[config.mk]
export PLATFORM = sky130hd
export DESIGN_NAME = clock_power_unit
export DESIGN_NICKNAME = d
export VERILOG_FILES = /design/src/hdl/clock_power_pkg.sv /design/src/hdl/freeze_counter.sv /design/src/hdl/clock_power_unit.sv
export SDC_FILE = /design/constraint.sdc
export NUM_CORES = 1
export LEC_CHECK = 0
export BUFFER_PORTS_ARGS = -buffer_cell sky130_fd_sc_hd__buf_2
export CAP_MARGIN = 20
export CELL_PAD_IN_SITES_DETAIL_PLACEMENT = 1
export CELL_PAD_IN_SITES_GLOBAL_PLACEMENT = 1
export CORE_UTILIZATION = 40
export CTS_CLUSTER_SIZE = 16
export DETAILED_ROUTE_END_ITERATION = 10
export MAX_ROUTING_LAYER = met4
export PLACE_DENSITY = 0.76
export SETUP_SLACK_MARGIN = 0.4
export SLEW_MARGIN = 20
export SYNTH_ARGS = -nofsm -noshare
export SYNTH_HDL_FRONTEND = slang
export SYNTH_SLANG_ARGS = --single-unit
[constraint.sdc]
create_clock -name aclk -period 3.1 [get_ports aclk]
set_clock_uncertainty 0.1 [all_clocks]
set_input_delay 0.62 -clock aclk [delete_from_list [all_inputs] [get_ports aclk]]
set_output_delay 0.62 -clock aclk [all_outputs]
set_load 0.05 [all_outputs]
[src/hdl/clock_power_pkg.sv]
// Constants, register map and field layout of the clock and power unit.
// Assumes a 32-bit AXI4-Lite register bus with one register per word.
package clock_power_pkg;
   // Register indices; the byte address is four times the index
   localparam logic [4:0] IDX_RESERVED_SLOT_ZERO = 5'h00;
   localparam logic [4:0] IDX_REGULATOR_TRIM_LOW = 5'h01;
   localparam logic [4:0] IDX_REGULATOR_TRIM_HIGH = 5'h02;
   localparam logic [4:0] IDX_RESET_CAUSE_FLAGS = 5'h03;
   localparam logic [4:0] IDX_PLL_MULTIPLIER = 5'h04;
   localparam logic [4:0] IDX_PLL_REFERENCE_DIVIDER = 5'h05;
   localparam logic [4:0] IDX_PLL_POST_DIVIDER = 5'h06;
   localparam logic [4:0] IDX_CLOCK_EVENT_FLAGS = 5'h07;
   localparam logic [4:0] IDX_CLOCK_INTERRUPT_ENABLES = 5'h08;
   localparam logic [4:0] IDX_CLOCK_SOURCE_SELECT = 5'h09;
   localparam logic [4:0] IDX_PLL_MODULATION_CONTROL = 5'h0a;
   localparam logic [4:0] IDX_PERIODIC_TIMER_RATE = 5'h0b;
   localparam logic [4:0] IDX_WATCHDOG_CONTROL = 5'h0c;
   localparam logic [4:0] IDX_FACTORY_TEST_ZERO = 5'h0d;
   localparam logic [4:0] IDX_WATCHDOG_SERVICE = 5'h10;
   localparam logic [4:0] IDX_IRQ_STATUS = 5'h11;
   localparam logic [4:0] IDX_IRQ_MASK = 5'h12;
   localparam logic [4:0] IDX_AUX_CONTROL = 5'h13;

   // Address split
   localparam int IDX_LSB = 2;
   localparam int IDX_MSB = 6;

   // Field positions
   localparam int POWER_FLAG_BIT = 6;
   localparam int LVRF_BIT = 5;
   localparam int WDRF_BIT = 3;
   localparam int RTIF_BIT = 7;
   localparam int FREEZE_BIT = 6;
   localparam int PERIOD_MSB = 2;
   localparam int RATE_MSB = 6;
   localparam int IRQ_TMR_BIT = 0;
   localparam int IRQ_WDOG_BIT = 1;
   localparam int IRQ_PIN_BIT = 2;
   localparam int IRQ_BITS = 3;

   // Reset values
   localparam logic [7:0] RST_ZERO = 8'h00;
   localparam logic [7:0] RST_RESET_FLAGS = 8'h40;
   localparam logic [7:0] RST_POST_DIVIDER = 8'h03;

   // Watchdog and timer shaping
   localparam logic [2:0] PERIOD_MAX = 3'h7;
   localparam logic [2:0] PERIOD_OFF = 3'h0;
   localparam int WDOG_WIDTH = 24;
   localparam int TMR_WIDTH = 16;
   localparam int TMR_PRESCALE_BITS = 9;

   // Reset pin drive time
   localparam int CLK_PERIOD_PS = 5000;
   localparam int RESET_DRIVE_NS = 1000;
   localparam int RESET_DRIVE_CYCLES =
      (RESET_DRIVE_NS * 1000 + CLK_PERIOD_PS - 1) / CLK_PERIOD_PS;
   localparam int DRIVE_WIDTH = 8;

   // Bus answers
   localparam logic [1:0] RESP_OKAY = 2'b00;
   localparam logic [1:0] RESP_SLVERR = 2'b10;

   typedef struct packed
   {
      logic [3:0] spare;
      logic oscillator_enable;
      logic sense_voltage_select;
      logic periodic_output_source_select;
      logic periodic_output_enable;
   } aux_ctl_t;
endpackage

[src/hdl/freeze_counter.sv]
// Free-running up counter that can be held and restarted.
// Assumes one clock with a synchronous active-low reset and a clock enable.
`timescale 1ns/100ps
`default_nettype none
module freeze_counter
#(
   parameter int WIDTH = 16
)
(
   input wire logic clk,
   input wire logic rst_n,
   input wire logic ce,
   input wire logic hold,
   input wire logic restart,
   output logic [WIDTH-1:0] count
);
   logic [WIDTH-1:0] next_count;

   assign next_count = restart ? '0 : (hold ? count : count + 1'b1);

   always_ff @(posedge clk)
   begin
      if (!rst_n)
         count <= '0;
      else if (ce)
         count <= next_count;
   end
endmodule
`default_nettype wire

[src/hdl/clock_power_unit.sv]
// Clock and power unit slice: timer and watchdog freeze, reset pin,
// crystal path, periodic clock output, sense select and register map.
// Assumes AXI4-Lite on aclk and pins synchronous to aclk.
`timescale 1ns/100ps
`default_nettype none
module clock_power_unit
#(
   parameter int WDOG_BASE_BITS = 9
)
(
   input wire logic aclk,
   input wire logic aresetn,
   input wire logic clk_en,
   input wire logic [31:0] s_axi_awaddr,
   input wire logic s_axi_awvalid,
   output logic s_axi_awready,
   input wire logic [31:0] s_axi_wdata,
   input wire logic [3:0] s_axi_wstrb,
   input wire logic s_axi_wvalid,
   output logic s_axi_wready,
   output logic [1:0] s_axi_bresp,
   output logic s_axi_bvalid,
   input wire logic s_axi_bready,
   input wire logic [31:0] s_axi_araddr,
   input wire logic s_axi_arvalid,
   output logic s_axi_arready,
   output logic [31:0] s_axi_rdata,
   output logic [1:0] s_axi_rresp,
   output logic s_axi_rvalid,
   input wire logic s_axi_rready,
   input wire logic debug_halt_mode,
   input wire logic power_on_event,
   input wire logic low_voltage_event,
   input wire logic reset_pin_in,
   output logic reset_pin_out,
   output logic reset_pin_oe,
   output logic system_reset_n,
   input wire logic crystal_input_pin,
   output logic oscillator_clock,
   output logic periodic_clock_output_pin,
   output logic periodic_clock_output_oe,
   output logic sense_voltage_select,
   output logic irq
);
   import clock_power_pkg::*;

   // Register storage
   logic [7:0] reset_cause_flags, pll_multiplier, pll_reference_divider;
   logic [7:0] pll_post_divider, clock_event_flags, clock_interrupt_enables;
   logic [7:0] clock_source_select, pll_modulation_control;
   logic [7:0] periodic_timer_rate, watchdog_control;
   logic [IRQ_BITS-1:0] irq_status, irq_mask;
   aux_ctl_t aux_ctl;

   // Bus holding registers
   logic aw_held, w_held, w_strb_q;
   logic [31:0] aw_addr_q;
   logic [7:0] w_data_q;

   // Bus decode
   wire aw_fire = s_axi_awvalid & s_axi_awready;
   wire w_fire = s_axi_wvalid & s_axi_wready;
   wire ar_fire = s_axi_arvalid & s_axi_arready;
   wire wr_go = aw_held & w_held & ~s_axi_bvalid;
   wire [4:0] wr_idx = aw_addr_q[IDX_MSB:IDX_LSB];
   wire [4:0] rd_idx = s_axi_araddr[IDX_MSB:IDX_LSB];
   wire wr_upper_zero = (aw_addr_q[31:IDX_MSB+1] == '0);
   wire rd_upper_zero = (s_axi_araddr[31:IDX_MSB+1] == '0);
   wire wr_en = wr_go & w_strb_q;
   wire [7:0] wd = w_data_q;

   function automatic logic idx_mapped(input logic [4:0] idx);
      idx_mapped = (idx <= IDX_FACTORY_TEST_ZERO) ||
         (idx >= IDX_WATCHDOG_SERVICE && idx <= IDX_AUX_CONTROL);
   endfunction

   wire wr_mapped = wr_upper_zero & idx_mapped(wr_idx);
   wire rd_mapped = rd_upper_zero & idx_mapped(rd_idx);
   wire wr_hit_flags = wr_en & wr_mapped & (wr_idx == IDX_RESET_CAUSE_FLAGS);
   wire wr_hit_events = wr_en & wr_mapped &
      (wr_idx == IDX_CLOCK_EVENT_FLAGS);
   wire wr_service = wr_go & wr_mapped & (wr_idx == IDX_WATCHDOG_SERVICE);
   wire rd_clear_irq = ar_fire & rd_mapped & (rd_idx == IDX_IRQ_STATUS);

   // Freeze and period selection
   wire freeze_req = watchdog_control[FREEZE_BIT];
   wire frozen = debug_halt_mode & freeze_req;
   // Outside the freeze both counters run as in normal run
   wire [2:0] cfg_period = watchdog_control[PERIOD_MSB:0];
   wire [2:0] eff_period = frozen ? PERIOD_MAX : cfg_period;
   wire wdog_enabled = (cfg_period != PERIOD_OFF);
   wire [5:0] wdog_shift = 6'(WDOG_BASE_BITS) + {2'b00, eff_period, 1'b0};
   wire [WDOG_WIDTH:0] wdog_one = (WDOG_WIDTH+1)'(1);
   wire [WDOG_WIDTH:0] wdog_limit_w = (wdog_one << wdog_shift) - wdog_one;
   wire [WDOG_WIDTH-1:0] wdog_limit = wdog_limit_w[WDOG_WIDTH-1:0];

   // Counters
   logic [WDOG_WIDTH-1:0] wdog_count;
   logic [TMR_WIDTH-1:0] tmr_count;
   logic sys_reset_q;
   wire [6:0] tmr_rate = periodic_timer_rate[RATE_MSB:0];
   wire tmr_enabled = (tmr_rate != '0);
   wire [TMR_WIDTH-1:0] tmr_limit = {tmr_rate, {TMR_PRESCALE_BITS{1'b1}}};
   wire tmr_tick = tmr_enabled & ~frozen & (tmr_count == tmr_limit);
   wire wdog_timeout = wdog_enabled & ~frozen & (wdog_count == wdog_limit);
   // Hold keeps the value; release resumes with no reload
   wire tmr_hold = frozen | ~tmr_enabled;
   wire wdog_hold = frozen | ~wdog_enabled;
   wire tmr_restart = tmr_tick | sys_reset_q;
   wire wdog_restart = wdog_timeout | wr_service | sys_reset_q;

   freeze_counter #(.WIDTH(TMR_WIDTH)) tmr_counter
   (
      .clk(aclk),
      .rst_n(aresetn),
      .ce(clk_en),
      .hold(tmr_hold),
      .restart(tmr_restart),
      .count(tmr_count)
   );

   freeze_counter #(.WIDTH(WDOG_WIDTH)) wdog_counter
   (
      .clk(aclk),
      .rst_n(aresetn),
      .ce(clk_en),
      .hold(wdog_hold),
      .restart(wdog_restart),
      .count(wdog_count)
   );

   // Reset pin handling
   logic [DRIVE_WIDTH-1:0] drive_count;
   wire internal_reset = wdog_timeout | power_on_event | low_voltage_event;
   wire pin_low = ~reset_pin_in;
   wire external_reset = pin_low & ~reset_pin_oe;
   wire [DRIVE_WIDTH-1:0] next_drive_count =
      internal_reset ? DRIVE_WIDTH'(RESET_DRIVE_CYCLES) :
      (drive_count != '0) ? drive_count - 1'b1 : drive_count;

   // Event bits
   logic [IRQ_BITS-1:0] irq_events;
   assign irq_events[IRQ_TMR_BIT] = tmr_tick;
   assign irq_events[IRQ_WDOG_BIT] = wdog_timeout;
   assign irq_events[IRQ_PIN_BIT] = external_reset;
   wire [IRQ_BITS-1:0] next_irq_status =
      irq_events | (rd_clear_irq ? '0 : irq_status);

   // Reset cause flags, write one to clear, set wins
   logic [7:0] flag_set;
   always_comb
   begin
      flag_set = RST_ZERO;
      flag_set[POWER_FLAG_BIT] = power_on_event;
      flag_set[LVRF_BIT] = low_voltage_event;
      flag_set[WDRF_BIT] = wdog_timeout;
   end
   wire [7:0] flag_clr = wr_hit_flags ? wd : RST_ZERO;
   wire [7:0] next_flags = flag_set | (reset_cause_flags & ~flag_clr);
   wire [7:0] event_set = 8'(tmr_tick) << RTIF_BIT;
   wire [7:0] event_clr = wr_hit_events ? wd : RST_ZERO;
   wire [7:0] next_events = event_set | (clock_event_flags & ~event_clr);

   // Read selection
   logic [7:0] rd_byte;
   always_comb
   begin
      case (rd_idx)
         IDX_RESET_CAUSE_FLAGS: rd_byte = reset_cause_flags;
         IDX_PLL_MULTIPLIER: rd_byte = pll_multiplier;
         IDX_PLL_REFERENCE_DIVIDER: rd_byte = pll_reference_divider;
         IDX_PLL_POST_DIVIDER: rd_byte = pll_post_divider;
         IDX_CLOCK_EVENT_FLAGS: rd_byte = clock_event_flags;
         IDX_CLOCK_INTERRUPT_ENABLES: rd_byte = clock_interrupt_enables;
         IDX_CLOCK_SOURCE_SELECT: rd_byte = clock_source_select;
         IDX_PLL_MODULATION_CONTROL: rd_byte = pll_modulation_control;
         IDX_PERIODIC_TIMER_RATE: rd_byte = periodic_timer_rate;
         IDX_WATCHDOG_CONTROL: rd_byte = watchdog_control;
         IDX_IRQ_STATUS: rd_byte = 8'(irq_status);
         IDX_IRQ_MASK: rd_byte = 8'(irq_mask);
         IDX_AUX_CONTROL: rd_byte = aux_ctl;
         default: rd_byte = RST_ZERO;
      endcase
   end
   wire [31:0] rd_word = rd_mapped ? {24'h00_0000, rd_byte} : 32'h0000_0000;

   // Clock output sources
   logic tmr_toggle;
   wire periodic_src = aux_ctl.periodic_output_source_select ?
      oscillator_clock : tmr_toggle;

   // Write channel acceptance
   always_ff @(posedge aclk)
   begin
      if (!aresetn)
      begin
         aw_held <= 1'b0;
         w_held <= 1'b0;
         aw_addr_q <= 32'h0000_0000;
         w_data_q <= RST_ZERO;
         w_strb_q <= 1'b0;
      end
      else if (clk_en)
      begin
         if (aw_fire)
         begin
            aw_held <= 1'b1;
            aw_addr_q <= s_axi_awaddr;
         end
         else if (wr_go)
            aw_held <= 1'b0;
         if (w_fire)
         begin
            w_held <= 1'b1;
            w_data_q <= s_axi_wdata[7:0];
            w_strb_q <= s_axi_wstrb[0];
         end
         else if (wr_go)
            w_held <= 1'b0;
      end
   end

   // Bus answers
   always_ff @(posedge aclk)
   begin
      if (!aresetn)
      begin
         s_axi_awready <= 1'b0;
         s_axi_wready <= 1'b0;
         s_axi_bvalid <= 1'b0;
         s_axi_bresp <= RESP_OKAY;
         s_axi_arready <= 1'b0;
         s_axi_rvalid <= 1'b0;
         s_axi_rresp <= RESP_OKAY;
         s_axi_rdata <= 32'h0000_0000;
      end
      else if (clk_en)
      begin
         s_axi_awready <= ~aw_held & ~aw_fire & ~s_axi_bvalid & ~wr_go;
         s_axi_wready <= ~w_held & ~w_fire & ~s_axi_bvalid & ~wr_go;
         if (wr_go)
         begin
            s_axi_bvalid <= 1'b1;
            s_axi_bresp <= wr_mapped ? RESP_OKAY : RESP_SLVERR;
         end
         else if (s_axi_bready)
            s_axi_bvalid <= 1'b0;
         s_axi_arready <= ~s_axi_rvalid & ~ar_fire;
         if (ar_fire)
         begin
            s_axi_rvalid <= 1'b1;
            s_axi_rdata <= rd_word;
            s_axi_rresp <= rd_mapped ? RESP_OKAY : RESP_SLVERR;
         end
         else if (s_axi_rready)
            s_axi_rvalid <= 1'b0;
      end
   end

   // Software registers
   always_ff @(posedge aclk)
   begin
      if (!aresetn)
      begin
         pll_multiplier <= RST_ZERO;
         pll_reference_divider <= RST_ZERO;
         pll_post_divider <= RST_POST_DIVIDER;
         clock_interrupt_enables <= RST_ZERO;
         clock_source_select <= RST_ZERO;
         pll_modulation_control <= RST_ZERO;
         periodic_timer_rate <= RST_ZERO;
         watchdog_control <= RST_ZERO;
         irq_mask <= '0;
         aux_ctl <= RST_ZERO;
      end
      else if (clk_en && wr_en && wr_mapped)
      begin
         case (wr_idx)
            IDX_PLL_MULTIPLIER: pll_multiplier <= wd;
            IDX_PLL_REFERENCE_DIVIDER: pll_reference_divider <= wd;
            IDX_PLL_POST_DIVIDER: pll_post_divider <= wd;
            IDX_CLOCK_INTERRUPT_ENABLES: clock_interrupt_enables <= wd;
            IDX_CLOCK_SOURCE_SELECT: clock_source_select <= wd;
            IDX_PLL_MODULATION_CONTROL: pll_modulation_control <= wd;
            IDX_PERIODIC_TIMER_RATE: periodic_timer_rate <= wd;
            IDX_WATCHDOG_CONTROL: watchdog_control <= wd;
            IDX_IRQ_MASK: irq_mask <= wd[IRQ_BITS-1:0];
            IDX_AUX_CONTROL: aux_ctl <= wd;
            default: ;
         endcase
      end
   end

   // Sticky flags; power-on sets the power-on flag
   always_ff @(posedge aclk)
   begin
      if (!aresetn)
      begin
         reset_cause_flags <= RST_RESET_FLAGS;
         clock_event_flags <= RST_ZERO;
         irq_status <= '0;
      end
      else if (clk_en)
      begin
         reset_cause_flags <= next_flags;
         clock_event_flags <= next_events;
         irq_status <= next_irq_status;
      end
   end

   // Reset pin and system reset
   always_ff @(posedge aclk)
   begin
      if (!aresetn)
      begin
         drive_count <= '0;
         reset_pin_out <= 1'b0;
         reset_pin_oe <= 1'b0;
         system_reset_n <= 1'b0;
         sys_reset_q <= 1'b0;
      end
      else if (clk_en)
      begin
         drive_count <= next_drive_count;
         reset_pin_oe <= (next_drive_count != '0);
         system_reset_n <= ~(pin_low | internal_reset);
         sys_reset_q <= pin_low;
      end
   end

   // Clock and analog selection outputs
   always_ff @(posedge aclk)
   begin
      if (!aresetn)
      begin
         oscillator_clock <= 1'b0;
         tmr_toggle <= 1'b0;
         periodic_clock_output_pin <= 1'b0;
         periodic_clock_output_oe <= 1'b0;
         sense_voltage_select <= 1'b0;
         irq <= 1'b0;
      end
      else if (clk_en)
      begin
         oscillator_clock <= aux_ctl.oscillator_enable & crystal_input_pin;
         if (tmr_tick)
            tmr_toggle <= ~tmr_toggle;
         periodic_clock_output_pin <= aux_ctl.periodic_output_enable &
            periodic_src;
         periodic_clock_output_oe <= aux_ctl.periodic_output_enable;
         sense_voltage_select <= aux_ctl.sense_voltage_select;
         irq <= |(next_irq_status & irq_mask);
      end
   end
endmodule
`default_nettype wire

# Word-level counts from Yosys, hierarchy flattened
# Cells that the tools add are included.
[op_classes] n_addsub=5 order_cmp=6 n_eq_ne=30 shifts=1 muxes=22 n_bitwise=61 reduce_logical=38
[op_table] operator="8-bit case mux with 13 select lines" n=1
[op_table] operator="5-bit by 4-bit == test with 1-bit output (second input constant)" n=10
[op_table] operator="25-bit zero test" n=2
[op_table] operator="24-bit 2-to-1 mux" n=2
[op_table] operator="2-bit AND reduction" n=21
[op_table] operator="5-bit by 3-bit == test with 1-bit output (second input constant)" n=8
[op_table] operator="8-bit 2-to-1 mux" n=5
[op_table] operator="16-bit 2-to-1 mux" n=2
[op_table] operator="1-bit AND" n=30
[op_table] operator="5-bit == test (second input constant)" n=6
[op_table] operator="24-bit by 1-bit adder with 24-bit output (second input constant)" n=1
[op_table] operator="24-bit == test" n=1
[op_table] operator="1-bit by 5-bit << shifter with 24-bit output (first input constant)" n=1
[op_table] operator="24-bit by 1-bit subtractor with 24-bit output (second input constant)" n=1
[op_table] operator="16-bit by 1-bit adder with 16-bit output (second input constant)" n=1
[op_table] operator="8-bit AND" n=2
[op_table] operator="16-bit == test" n=1
[op_table] operator="8-bit inverter" n=2
[op_table] operator="8-bit nonzero test" n=2
[op_table] operator="1-bit inverter" n=15
[op_table] operator="5-bit by 2-bit == test with 1-bit output (second input constant)" n=2
[op_table] operator="5-bit >= comparator (second input constant)" n=2
[op_table] operator="5-bit by 4-bit <= comparator with 1-bit output (second input constant)" n=2
[op_table] operator="5-bit <= comparator (second input constant)" n=2
[op_table] operator="17 further kinds" n=41
[totals] ff_bits=235 in_bits=113 output_inout_bits=49

# Longest topological paths before layout
[logic_depth] depth_word=11 depth_mapped=10 depth_no_buf=8

# Modules after synthesis
# From an unflattened synthesis, not the netlist that was laid out.
[unflattened] cells_unflattened=1174 hier_area_um2=9999.6
[by_module_without_submodules] module="clock_power_unit" instances=1 cells_each=937 area_each_um2=8002.7 seq_area_each_um2=3343.2
[by_module_without_submodules] module="freeze_counter at wdog_counter" instances=1 cells_each=146 area_each_um2=1207.4 seq_area_each_um2=480.5
[by_module_without_submodules] module="freeze_counter at tmr_counter" instances=1 cells_each=91 area_each_um2=789.5 seq_area_each_um2=320.3

# Least setup slack after synthesis
# Ideal clock, no wire load.
[synth_timing] path_type="input-to-reg" startpoint="input port debug_halt_mode" endpoint="register drive_count[1]" setup_time_ns=0.120 t_arrival_ns=2.373 t_required_ns=2.880 slack_ns=0.507 path_stages=7 n_path_buf=1 path_cell_list="a22oi_1 mux2_1 or4_4 nor4_4 buf_6 nor3_1 o31a_1"
[synth_via] elab_chain_len=10 word_cells_on_any_way=12 classes_between="2 x add/sub; 1 x eq/ne; 1 x shift; 2 x mux; 6 x bitwise"
[synth_lines] item="start, declared" line_no="clock_power_unit.sv:31" text="input wire logic debug_halt_mode,"
[synth_lines] item="1-bit AND *" line_no="clock_power_unit.sv:87" text="wire frozen = debug_halt_mode & freeze_req;"
[synth_lines] item="3-bit 2-to-1 mux" line_no="clock_power_unit.sv:90" text="wire [2:0] eff_period = frozen ? PERIOD_MAX : cfg_period;"
[synth_lines] item="4-bit by 4-bit adder with 5-bit output" line_no="clock_power_unit.sv:92" text="wire [5:0] wdog_shift = 6'(WDOG_BASE_BITS) + {2'b00, eff_period, 1'b0};"
[synth_lines] item="1-bit by 5-bit << shifter with 24-bit output" line_no="clock_power_unit.sv:94" text="wire [WDOG_WIDTH:0] wdog_limit_w = (wdog_one << wdog_shift) - wdog_one;"
[synth_lines] item="24-bit by 1-bit subtractor with 24-bit output" line_no="clock_power_unit.sv:94"
[synth_lines] item="24-bit == test" line_no="clock_power_unit.sv:105" text="wire wdog_timeout = wdog_enabled & ~frozen & (wdog_count == wdog_limit);"
[synth_lines] item="1-bit AND *" line_no="clock_power_unit.sv:105"
[synth_lines] item="1-bit bitwise OR * (2 in a row)" line_no="clock_power_unit.sv:134" text="wire internal_reset = wdog_timeout | power_on_event | low_voltage_event;"
[synth_lines] item="8-bit 2-to-1 mux *" line_no="clock_power_unit.sv:138" text="internal_reset ? DRIVE_WIDTH'(RESET_DRIVE_CYCLES) :"
[synth_lines] item="end signal, assigned" line_no="clock_power_unit.sv:324" text="drive_count <= next_drive_count;"
[synth_lines] item="end, declared" line_no="clock_power_unit.sv:133" text="logic [DRIVE_WIDTH-1:0] drive_count;"
# Every way passes the cells marked *; elsewhere a longest branch is shown, timed or not.
# A chain may end at the register's enable or synchronous reset.

# Worst setup path after layout
[layout_timing] startpoint="register watchdog_control[1]" endpoint="register drive_count[2]"
[layout_via] elab_chain_len=9 word_cells_on_any_way=11 classes_between="2 x add/sub; 1 x eq/ne; 1 x shift; 2 x mux; 4 x bitwise; 1 x reduce/logical"
[layout_lines] item="start, declared" line_no="clock_power_unit.sv:51" text="logic [7:0] periodic_timer_rate, watchdog_control;"
[layout_lines] item="start signal, assigned" line_no="clock_power_unit.sv:286" text="IDX_WATCHDOG_CONTROL: watchdog_control <= wd;"
[layout_lines] item="3-bit 2-to-1 mux" line_no="clock_power_unit.sv:90"
[layout_lines] item="4-bit by 4-bit adder with 5-bit output" line_no="clock_power_unit.sv:92"
[layout_lines] item="1-bit by 5-bit << shifter with 24-bit output" line_no="clock_power_unit.sv:94"
[layout_lines] item="24-bit by 1-bit subtractor with 24-bit output" line_no="clock_power_unit.sv:94"
[layout_lines] item="24-bit == test" line_no="clock_power_unit.sv:105"
[layout_lines] item="1-bit AND *" line_no="clock_power_unit.sv:105"
[layout_lines] item="1-bit bitwise OR * (2 in a row)" line_no="clock_power_unit.sv:134"
[layout_lines] item="8-bit 2-to-1 mux *" line_no="clock_power_unit.sv:138"
# Marks and branches as above.

==> results.cfg <==
[clock_tree]
cts_sinks = 207
cts_tree = built
h-tree-depth = 1
cts_made_buffers = 24
cts_root_buf = clkbuf_16
cts_buffer_depth = 3
clkTransAtPathRegs_ns = 0.06
clk_latency_ns = 0.53

[global_routing]
grt-ovfl-total = 0
grt_pass1_wl_mm = 46.4
grt_max_degree = 57
groute.usage.overall_pct = 24.5
antenna_found_initial = 1
grt_pass1_vias = 8708

[finish]
synthToLayoutAreaGrowth_pct = 16.6
top_register = aw_addr_q
n_fill_cell = 2836
finalNonFillerCells = 1569
drive_gt1_share_pct = 16.3
largest_reg_flops = 30
nets = 1350
reg.largest.list = aw_addr_q (30), wdog_counter.count (24), tmr_counter.count (16)

[setup_path]
critPathKind = flop to flop
cp.arrival_ns = 2.89
slowest_delay_ns = 0.59
path_cells = nor4_1 -> a21oi_1 -> or4_4 -> nor4_4 -> buf_4 -> nor4_1 -> a311o_1
cp_common_cell = nor4_1
worstSetupEndpointType = flop
rr_endpoint = drive_count[2]
reg2reg_depth = 7
cp.required_ns = 3.41
critPathLaunchType = flop
slowest_stage = or4_4
crit_fanout = 9
r2r_setup_slack_ns = 0.52
reg2reg_from = watchdog_control[1]

[timing]
fmax_mhz = 387
holdWs_ns = 0.235
fin_setup_tns_ns = 0
rsz0062_at_grt = yes
setup_violations = 0
slew_viol_final = 0
worst_slew_pin_slew_ns = 0.643
slew_headroom_pct = 57.1
hold_viol = 0
period_needed_ns = 2.58
period_share_pct = 83.3
setup_slack_ns = 0.517

[logic_synthesis]
synth-seq-cells = 207
synth_edf_count = 0
async_flop_share_pct = 0
synthTopCellsByArea = dfxtp_1 (43%), nand2_1 (6.0%), mux2i_1 (5.4%)
synth_area_leader_cell = dfxtp_1
postSynthAreaPerCell_um2 = 8.42
synth_most_common_cell = dfxtp_1
yosysUniqueCellTypes = 79
synth_top_family_by_area = simple AND/OR/NAND/NOR gates
synth_common_cells = dfxtp_1 (207), nand2_1 (156), nor2_1 (108)
synth_compound_gate_area_share_pct = 17.3
synth-adder-area-share_pct = 0.748
netlist_instances = 1152
yosysTopAreaCellShare_pct = 42.7
syn-cell-area_um2 = 9700
synth_xor_area_share_pct = 3.70
yosysSeqAreaShare_pct = 42.7
ys.flop_type = dfxtp_1
synth_warnings = 0
synthSimpleGateAreaFrac_pct = 23.5
synthMuxAreaShare_pct = 5.95

[placed_design]
gp_routability_congestion = 0.859
place_ws_ns = 0.192
port_buffers = 103
dp_hpwl_mm = 20.6
dp_cells = 1524

[floorplan]
die_y_um = 158
core_um2 = 23600
io_pins = 162
placementRows = 56
die_x_um = 158
start_util_pct = 41.1
design.die.area_um2 = 24900

[route]
drtAntennaViolNets = 0
drc_errors = 0
drt-pass1-iter-count = 5
wl_mm = 29.4
drtIter0Drc = 492
num_vias = 8814
wl_per_cell_um = 18.8
via_per_inst = 5.62

[power]
p_leak_nw = 4.60
power_mw = 6.13
powerDensity_nw_per_um2 = 542
ir_drop_mv = 0.400

[min_path]
hold_depth = 3
hp-start = s_axi_awaddr[13]
hold_path_class = input port to flop
min_to = aw_addr_q[13]

[run]
drv_cap = 0

[status]
outcome = finished, final reports clean
==> power breakdown <==
part           total (mW)  internal, mW  switching [mW]
Clock                2.98          1.84            1.14
Combinational       0.428         0.122           0.306
Sequential           2.73          2.69          0.0392
==> layout by cell type, fill, tap and decap left out, types with 10 or more instances in the layout <==
cell type / count
a21oi_1: 90
a22oi_1: 20
and3_1: 19
buf_2: 103
buf_4: 33
clkbuf_16: 25
conb_1: 27
dfxtp_1: 206
inv_1: 10
mux2i_1: 52
nand2_1: 156
nand3_1: 57
nand4_1: 13
nor2_1: 108
nor3_1: 21
nor4_1: 27
o2111ai_1: 10
o21ai_0: 56
xnor2_1: 14
xor2_1: 27
==> metal layers <==
metal  global-route usage, %  vias up  wire (um)
met5                       -        -          0
met4                    7.77        0        645
met3                    3.83       52       1710
met2                    40.2      236      14100
met1                    30.8     4290      13000
li1                        -     4236          -
==> timing repair <==
| action | in CTS | in global routing |
|---|---|---|
| setup endpoints to repair | 0 | 37 |
| hold buffers | 0 | 0 |
| gates resized for setup | 0 | 6 |
| buffers inserted | 0 | 1 |
==> cells by family (layout without fill, tap and decap cells) <==
group	Yosys count	count (layout)
AND/OR/NAND/NOR	464	464
XOR/XNOR	41	41
buffers and inverters	120	191
flip-flops	207	207
other	1	28
AO/OA/AOI/OAI	257	257
multiplexers	56	56
adder cells (fa/ha/maj)	6	6
==> critical path: cells and delay by family (launching register included) <==
kind / cells / cell delay [ns]
buf+inv: 1 / 0.21
flops: 1 / 0.40
simple gates: 4 / 1.32
compound gates: 2 / 0.44
==> worst max-delay path by stage <==
stage | depth (start not counted) | end | from
floorplan | 7 | drive_count[1] | debug_halt_mode
global placement | 8 | drive_count[2] | debug_halt_mode
detailed placement | 8 | reset_pin_oe | debug_halt_mode
CTS | 7 | watchdog_control[6] | aw_addr_q[8]
global route | 8 | drive_count[2] | watchdog_control[2]
finish | 7 | drive_count[2] | watchdog_control[1]
==> per-stage QoR <==
| stage | utilization [%] | cell area (um2) |
|---|---|---|
| finish | 47.9 | 11300 |
| global route | 47.9 | 11300 |
| CTS | 47.7 | 11300 |
| detailed placement | 44.2 | 10400 |
| global placement | 44.2 | 10400 |
| floorplan | - | 9800 |
==> cell type report <==
class | instances | area [um2] | share of cell area, %
Antenna cell | 1 | 2.50 | 0.0221
Clock buffer | 33 | 706 | 6.24
Clock inverter | 10 | 134 | 1.18
Inverter | 11 | 42.5 | 0.376
Multi-Input combinational cell | 851 | 5090 | 45.1
Sequential cell | 207 | 4150 | 36.7
Tap cell | 319 | 399 | 3.53
Timing Repair Buffer | 137 | 783 | 6.93
Power figures use the tool's default switching activity.
